### src/verilog/energy_mode_regs.vh
// Purpose: Constants for the waveform and active energy mode registers
// Assumes: 8-bit registers reached through the device's serial register port
// Notes:   Field positions, codes and counts shared by both registers
// Operation
// - Sample source codes pick voltage or current phase
// - Rate field divides clock by 3, then 128..1024
// - Line reactive bit routes reactive energy to accumulator
// - Line term bits gate line active formula terms
// - Term enable bits gate active formula terms
// - Term enables also gate per-phase negative detection
// - Formula field chooses three-phase active energy formula
// - Any term enable combination is accepted
// - Zero crossings counted only on selected phases
`ifndef ENERGY_MODE_REGS_VH
`define ENERGY_MODE_REGS_VH

// ============================================================
// Register offsets
`define WSM_ADDR       8'h0c
`define AEM_ADDR       8'h0d

// ============================================================
// Reset values
`define WSM_RST        8'h00
`define AEM_RST        8'h3f

// ============================================================
// Waveform sampling mode fields
`define SRC_LSB        0
`define SRC_MSB        2
`define RATE_LSB       3
`define RATE_MSB       4
`define LVAR_BIT       5

// ============================================================
// Active energy mode fields
`define LTERM_LSB      0
`define LTERM_MSB      2
`define TERM_LSB       3
`define TERM_MSB       5
`define FORM_LSB       6
`define FORM_MSB       7

// ============================================================
// Sample source codes
`define SRC_VA         3'h0
`define SRC_VB         3'h1
`define SRC_VC         3'h2
`define SRC_IA         3'h3
`define SRC_IB         3'h4
`define SRC_IC         3'h5

// ============================================================
// Formula codes
`define FORM_STAR      2'h0
`define FORM_DELTA2    2'h1
`define FORM_DELTA1    2'h2
`define FORM_RSV       2'h3

// ============================================================
// Read data for unmapped addresses and after reset
`define RDATA_IDLE     8'h00

// ============================================================
// Rate divider: three times the smallest divide, shifted by the rate code
`define RATE_BASE      12'h180
`define RATE_CNT_W     12

`endif

### src/verilog/energy_mode_ctrl.v
// Purpose: Waveform sampling and active energy mode registers with their datapath
// Assumes: Register port driven by the serial interface decoder on clk
// Notes:   Phase samples and zero-crossing pulses come from logic on clk
`include "energy_mode_regs.vh"
module energy_mode_ctrl #(
  parameter DW  = 16,
  parameter LAW = 48,
  parameter ZCW = 16
) (
  input  wire                    clk,
  input  wire                    rst_n,
  input  wire [7:0]              reg_addr,
  input  wire [7:0]              reg_wdata,
  input  wire                    reg_we,
  input  wire                    reg_re,
  output reg  [7:0]              reg_rdata,
  input  wire signed [DW-1:0]    volt_a,
  input  wire signed [DW-1:0]    volt_b,
  input  wire signed [DW-1:0]    volt_c,
  input  wire signed [DW-1:0]    curr_a,
  input  wire signed [DW-1:0]    curr_b,
  input  wire signed [DW-1:0]    curr_c,
  input  wire signed [2*DW+2:0]  line_reactive_in,
  input  wire [2:0]              zero_cross,
  input  wire [2:0]              zero_cross_phase_select,
  output reg  signed [DW-1:0]    waveform_sample,
  output reg                     sample_valid,
  output reg  signed [2*DW+2:0]  active_power,
  output reg  signed [LAW-1:0]   line_active_energy_accumulator,
  output reg  [2:0]              negative_power,
  output reg  [ZCW-1:0]          zero_cross_count
);
  localparam PW = 2 * DW + 1;
  localparam SW = PW + 2;

  reg  [7:0]             wsm_q;
  reg  [7:0]             aem_q;
  reg  [`RATE_CNT_W-1:0] div_q;
  wire [2:0]             src;
  wire [1:0]             rate;
  wire                   lvar_sel;
  wire [2:0]             lterm;
  wire [2:0]             term;
  wire [1:0]             form;
  wire [`RATE_CNT_W-1:0] div_limit;
  wire                   tick;
  wire signed [PW-1:0]   raw_a;
  wire signed [PW-1:0]   raw_b;
  wire signed [PW-1:0]   raw_c;
  reg  signed [PW-1:0]   t_a;
  reg  signed [PW-1:0]   t_b;
  reg  signed [PW-1:0]   t_c;
  reg  signed [SW-1:0]   sum_act;
  reg  signed [SW-1:0]   sum_line;
  reg  signed [SW-1:0]   line_in;
  reg  signed [DW-1:0]   sel_sample;
  reg  [1:0]             zc_hits;
  wire                   wr_wsm;
  wire                   wr_aem;
  wire signed [SW-1:0]   ext_a;
  wire signed [SW-1:0]   ext_b;
  wire signed [SW-1:0]   ext_c;
  reg  signed [SW-1:0]   act_a;
  reg  signed [SW-1:0]   act_b;
  reg  signed [SW-1:0]   act_c;
  reg  signed [SW-1:0]   lin_a;
  reg  signed [SW-1:0]   lin_b;
  reg  signed [SW-1:0]   lin_c;
  reg  [1:0]             zc_a;
  reg  [1:0]             zc_b;
  reg  [1:0]             zc_c;

  assign src      = wsm_q[`SRC_MSB:`SRC_LSB];
  assign rate     = wsm_q[`RATE_MSB:`RATE_LSB];
  assign lvar_sel = wsm_q[`LVAR_BIT];
  assign lterm    = aem_q[`LTERM_MSB:`LTERM_LSB];
  assign term     = aem_q[`TERM_MSB:`TERM_LSB];
  assign form     = aem_q[`FORM_MSB:`FORM_LSB];
  assign wr_wsm   = reg_we && (reg_addr == `WSM_ADDR);
  assign wr_aem   = reg_we && (reg_addr == `AEM_ADDR);

  // ============================================================
  // Register port
  always @(posedge clk or negedge rst_n) begin
    if (!rst_n) begin
      wsm_q     <= `WSM_RST;
      aem_q     <= `AEM_RST;
      reg_rdata <= `RDATA_IDLE;
    end else begin
      // Reserved codes are stored as written; the host keeps clear of them
      if (wr_wsm) begin
        wsm_q <= reg_wdata;
      end
      if (wr_aem) begin
        aem_q <= reg_wdata;
      end
      // Same-cycle read returns the value from before the write
      if (reg_re) begin
        case (reg_addr)
          `WSM_ADDR: reg_rdata <= wsm_q;
          `AEM_ADDR: reg_rdata <= aem_q;
          default:   reg_rdata <= `RDATA_IDLE;
        endcase
      end
    end
  end

  // ============================================================
  // Sample rate divider
  // Divide by 3 and by 128 << rate folded into one counter
  assign div_limit = `RATE_BASE << rate;
  assign tick      = (div_q >= div_limit - 1'b1);

  always @(posedge clk or negedge rst_n) begin
    if (!rst_n) begin
      div_q <= {`RATE_CNT_W{1'b0}};
    end else if (tick) begin
      div_q <= {`RATE_CNT_W{1'b0}};
    end else begin
      div_q <= div_q + 1'b1;
    end
  end

  // ============================================================
  // Waveform sample source
  always @* begin
    case (src)
      `SRC_VA: sel_sample = volt_a;
      `SRC_VB: sel_sample = volt_b;
      `SRC_VC: sel_sample = volt_c;
      `SRC_IA: sel_sample = curr_a;
      `SRC_IB: sel_sample = curr_b;
      `SRC_IC: sel_sample = curr_c;
      default: sel_sample = {DW{1'b0}};
    endcase
  end

  // ============================================================
  // Active energy terms
  // Phase B current is subtracted only in the two-wattmeter formulas
  phase_term #(.DW(DW)) u_term_a (
    .v      (volt_a),
    .i      (curr_a),
    .isub   (curr_b),
    .sub_en (form == `FORM_DELTA2 || form == `FORM_DELTA1),
    .prod   (raw_a)
  );

  phase_term #(.DW(DW)) u_term_b (
    .v      (volt_b),
    .i      (curr_b),
    .isub   (curr_b),
    .sub_en (1'b0),
    .prod   (raw_b)
  );

  phase_term #(.DW(DW)) u_term_c (
    .v      (volt_c),
    .i      (curr_c),
    .isub   (curr_b),
    .sub_en (form == `FORM_DELTA2),
    .prod   (raw_c)
  );

  always @* begin
    // Reserved formula yields zero rather than a guessed formula
    t_a = (form == `FORM_RSV) ? {PW{1'b0}} : raw_a;
    t_b = (form == `FORM_STAR) ? raw_b : {PW{1'b0}};
    t_c = (form == `FORM_RSV) ? {PW{1'b0}} : raw_c;
  end

  // Two guard bits so three full-scale terms cannot wrap the sum
  assign ext_a = {{2{t_a[PW-1]}}, t_a};
  assign ext_b = {{2{t_b[PW-1]}}, t_b};
  assign ext_c = {{2{t_c[PW-1]}}, t_c};

  // ============================================================
  // Term gating
  always @* begin
    act_a   = term[2] ? ext_a : {SW{1'b0}};
    act_b   = term[1] ? ext_b : {SW{1'b0}};
    act_c   = term[0] ? ext_c : {SW{1'b0}};
    sum_act = act_a + act_b + act_c;
  end

  always @* begin
    lin_a    = lterm[2] ? ext_a : {SW{1'b0}};
    lin_b    = lterm[1] ? ext_b : {SW{1'b0}};
    lin_c    = lterm[0] ? ext_c : {SW{1'b0}};
    sum_line = lin_a + lin_b + lin_c;
    line_in  = lvar_sel ? line_reactive_in : sum_line;
  end

  always @* begin
    zc_a    = {1'b0, zero_cross[0] & zero_cross_phase_select[0]};
    zc_b    = {1'b0, zero_cross[1] & zero_cross_phase_select[1]};
    zc_c    = {1'b0, zero_cross[2] & zero_cross_phase_select[2]};
    zc_hits = zc_a + zc_b + zc_c;
  end

  // ============================================================
  // Outputs and accumulation
  always @(posedge clk or negedge rst_n) begin
    if (!rst_n) begin
      waveform_sample                <= {DW{1'b0}};
      sample_valid                   <= 1'b0;
      active_power                   <= {SW{1'b0}};
      line_active_energy_accumulator <= {LAW{1'b0}};
    end else begin
      sample_valid <= tick;
      if (tick) begin
        waveform_sample <= sel_sample;
        active_power    <= sum_act;
        line_active_energy_accumulator <= line_active_energy_accumulator
          + {{(LAW-SW){line_in[SW-1]}}, line_in};
      end
    end
  end

  // ============================================================
  // Negative power detection
  // Follows the same enables as the energy terms, updated every cycle
  always @(posedge clk or negedge rst_n) begin
    if (!rst_n) begin
      negative_power <= 3'h0;
    end else begin
      negative_power <= term & {t_a[PW-1], t_b[PW-1], t_c[PW-1]};
    end
  end

  // ============================================================
  // Zero-crossing count
  // Counts on every cycle, independent of the sample tick, and wraps
  always @(posedge clk or negedge rst_n) begin
    if (!rst_n) begin
      zero_cross_count <= {ZCW{1'b0}};
    end else begin
      zero_cross_count <= zero_cross_count + {{(ZCW-2){1'b0}}, zc_hits};
    end
  end
endmodule

### src/verilog/phase_term.v
// Purpose: One phase term of the active energy formula, v * (i - optional isub)
// Assumes: Signed samples on the same clock as the caller
// Notes:   Purely combinational; the caller registers the result
module phase_term #(
  parameter DW = 16
) (
  input  wire signed [DW-1:0]   v,
  input  wire signed [DW-1:0]   i,
  input  wire signed [DW-1:0]   isub,
  input  wire                   sub_en,
  output wire signed [2*DW:0]   prod
);
  wire signed [DW:0] diff;

  // Difference kept one bit wider so full-scale opposite currents cannot wrap
  assign diff = {i[DW-1], i} - (sub_en ? {isub[DW-1], isub} : {(DW+1){1'b0}});
  assign prod = v * diff;
endmodule
### config.mk
export PLATFORM = sky130hd
export DESIGN_NAME = energy_mode_ctrl
export DESIGN_NICKNAME = d
export VERILOG_FILES = /design/src/verilog/energy_mode_ctrl.v /design/src/verilog/phase_term.v
export VERILOG_INCLUDE_DIRS = /design/src /design/src/verilog
export SDC_FILE = /design/constraint.sdc
export NUM_CORES = 2
export LEC_CHECK = 0
export BUFFER_PORTS_ARGS = -buffer_cell sky130_fd_sc_hd__buf_2
export CAP_MARGIN = 15
export CORE_MARGIN = 2
export CORE_UTILIZATION = 55
export CTS_CLUSTER_DIAMETER = 50
export DETAILED_ROUTE_END_ITERATION = 8
export GPL_TIMING_DRIVEN = 0
export HOLD_SLACK_MARGIN = 0.15
export PLACE_DENSITY = 0.73
export REMOVE_ABC_BUFFERS = 1
export SLEW_MARGIN = 25
export SYNTH_ARGS = -nofsm -noshare
export SYNTH_HDL_FRONTEND = slang
export SYNTH_SLANG_ARGS = --single-unit
export TNS_END_PERCENT = 20
### constraint.sdc
create_clock -name clk -period 15.2 [get_ports clk]
set_input_delay 0.76 -clock clk [delete_from_list [all_inputs] [get_ports clk]]
set_output_delay 0.76 -clock clk [all_outputs]
set_load 0.02 [all_outputs]
==> results.yml <==
status:
  status: "complete, no violations"
worst_setup_path:
  arrival_ns: 15.05
  cp.buffers_inverters: 8
  crit_type: "reg2reg"
  r2r_setup_slack_ns: 0.53
  cp_slowest_cell: "a222oi_1"
  slowest_delay_ns: 0.60
  path_common_cell: "fa_1"
  crit_path_end_kind: "flop"
  path_max_fanout: 10
  critical_path_required_ns: 15.58
  crit_path_start_kind: "flop"
  path_delay_family: "compound AO/OA/AOI/OAI gates"
logic_synthesis:
  synth-edff-count: 0
  netlist_instances: 5584
  synthFlopType: "dfrtp_1"
  avgSynthCellArea_sq_um: 8.55
  yosysSeqAreaShare: 0.0814
  ys_ff_latch: 155
  ys_warn_count: 0
  ys_types: 89
  synthArstFlopShare: 1.00
  syn_area_sq_mm: 0.0477
sta:
  fmax_ghz: 0.0682
  worst_pin_slew_ns: 1.10
  drv_slew: 0
  period_needed_ns: 14.67
  fin_skew_ns: 0.0348
  relSlewSlack: 0.262
  finalSetupTns_ns: 0
  fin_crit_sh: 0.965
  hold_viol: 0
  setup_viol: 0
cts:
  clockBufferDepth: 2
  htree_levels: 4
  cts_tree: "yes"
  clk_pin_slew_ns: 0.07
  clock_latency_ns: 0.52
  cts_buffers: 17
  cts_sinks: 155
  hold_buffers: 0
  cts-root-buf: "clkbuf_16"
place:
  finalWeightedCongestion: 0.989
  numPortBuffers: 283
  hpwl_mm: 112
flow_run:
  maxCapViolCount: 0
floorplanning:
  io_pins: 284
  start_util: 0.553
  die_area_sq_mm: 0.0891
  rows: 108
  core_region_area_sq_mm: 0.0863
  die_w_microns: 299
  die_h_microns: 299
detailed_routing:
  drc_errors: 0
  wire_per_inst_microns: 20.2
  finalWirelength_mm: 139
  vias_per_cell: 5.72
  ant_nets: 0
  dr.pass1.iters: 6
  initialDrtViolationCount: 3094
  via_count: 39400
global_routing:
  grt_pass1_vias: 40300
  grt_overflow: 0
  grt_max_degree: 82
  grt_use_total: 0.319
  antenna_found_initial: 14
  grt_first_pass_wirelength_mm: 222
layout:
  layout_commonest_cell: "inv_1"
  area_growth_pct: 7.76
  fill_cells: 7487
  layout-drive-gt1-share: 0.0891
  final_cell_mix: "1,083 x inv_1, 878 x fa_1, 785 x nand2_1"
  num-nets-final: 7162
min_path:
  min_path_type: "in2async"
-- per-stage QoR --
step | cells | area (sq um) | util | setup slack (ns) | hold slack (ns)
finish | 6887 | 51400 | 0.595 | 0.532 | 0.240
global route | 6886 | 51400 | 0.595 | -0.0217 | 0.287
CTS | 6867 | 51000 | 0.591 | 0.00205 | 0.257
detailed placement | 6834 | 50400 | 0.584 | -0.346 | 0.461
global placement | 6806 | 49800 | 0.576 | -1.20 | 0.450
floorplan | 5368 | 46900 | - | 1.69 | 0.455
-- path summary, 6_finish.rpt --
path                                                 endpoint            start  cells after the start
max reg2reg                line_active_energy_accumulator[46]         aem_q[7]                     58
max in group asynchronous                            wsm_q[1]            rst_n                      2
min reg2reg                                   active_power[0]  active_power[0]                      2
min in group clk                              active_power[0]  active_power[0]                      2
min                        line_active_energy_accumulator[25]            rst_n                      1
max                        line_active_energy_accumulator[46]         aem_q[7]                     58
-- cell type report --
type                       instances  area (sq um)  share of cell area
inverter                        1085          4080              0.0794
sequential                       155          3890              0.0757
clock inverter                    10           119             0.00231
clock buffer                      20           447             0.00869
antenna                            7          17.5            0.000341
tap                             1155          1450              0.0281
timing repair buffer             326          1920              0.0374
multi-input combinational       4129         39500               0.768
-- logic make-up after synthesis --
logic type,share of synthesized area
adder cells (fa/ha/maj),0.477
buffers and inverters,0.102
flip-flops,0.0814
AND/OR/NAND/NOR,0.176
XOR/XNOR,0.0431
multiplexers,0.0136
AO/OA/AOI/OAI,0.106
-- cells in the mapped netlist, types with 13 or more instances --
library cell  count  area, sq um
o31ai_1          22          165
o211ai_1         18          135
a21oi_1         213         1070
and2_1          329         2060
nand3b_1         18          135
a211o_1          13          114
nand3_1          75          375
or3_1            18          113
nand4_1          23          144
clkbuf_1        196          736
xnor2_1         161         1410
a211oi_1         26          195
nor3_1           60          300
o21ai_0         163          816
fa_1            880        17600
mux2_2           32          360
nor2b_1          68          425
dfrtp_1         149         3730
mux2i_1          22          220
o21bai_1         27          203
and3_1           26          163
nor2_1          235          882
nand2b_1         77          482
buf_1            17         63.8
a21o_1          102          766
xor2_1           74          648
nand2_1         785         2950
ha_1            411         5140
inv_1          1084         4070
a31oi_1          27          169
o21a_1           34          255
-- registers in the layout, indices dropped and copies added (netlist names) --
name and count:
div_q 12, sample_valid 1, wsm_q 8, zero_cross_count 16, reg_rdata 8, negative_power 3, aem_q 8, line_active_energy_accumulator 48
active_power 35, waveform_sample 16
-- routing by layer --
| metal | routed length (microns) | track usage | share of wire |
|---|---|---|---|
| met1 | 55100 | 0.420 | 0.40 |
| met2 | 61900 | 0.498 | 0.44 |
| met3 | 13800 | 0.0715 | 0.099 |
| met4 | 8500 | 0.163 | 0.061 |
| met5 | 47 | 0 | 0.00034 |
-- what timing repair did --
item | in CTS | in global routing
setup buffers | 3 | 11
pin swaps | 0 | 10
cloned | 0 | 1
setup endpoints to repair | 7 | 18
gates resized for setup | 6 | 48
Power is not shown: default switching activity piles up to over one toggle a cycle in this logic, so the estimate is an artifact.
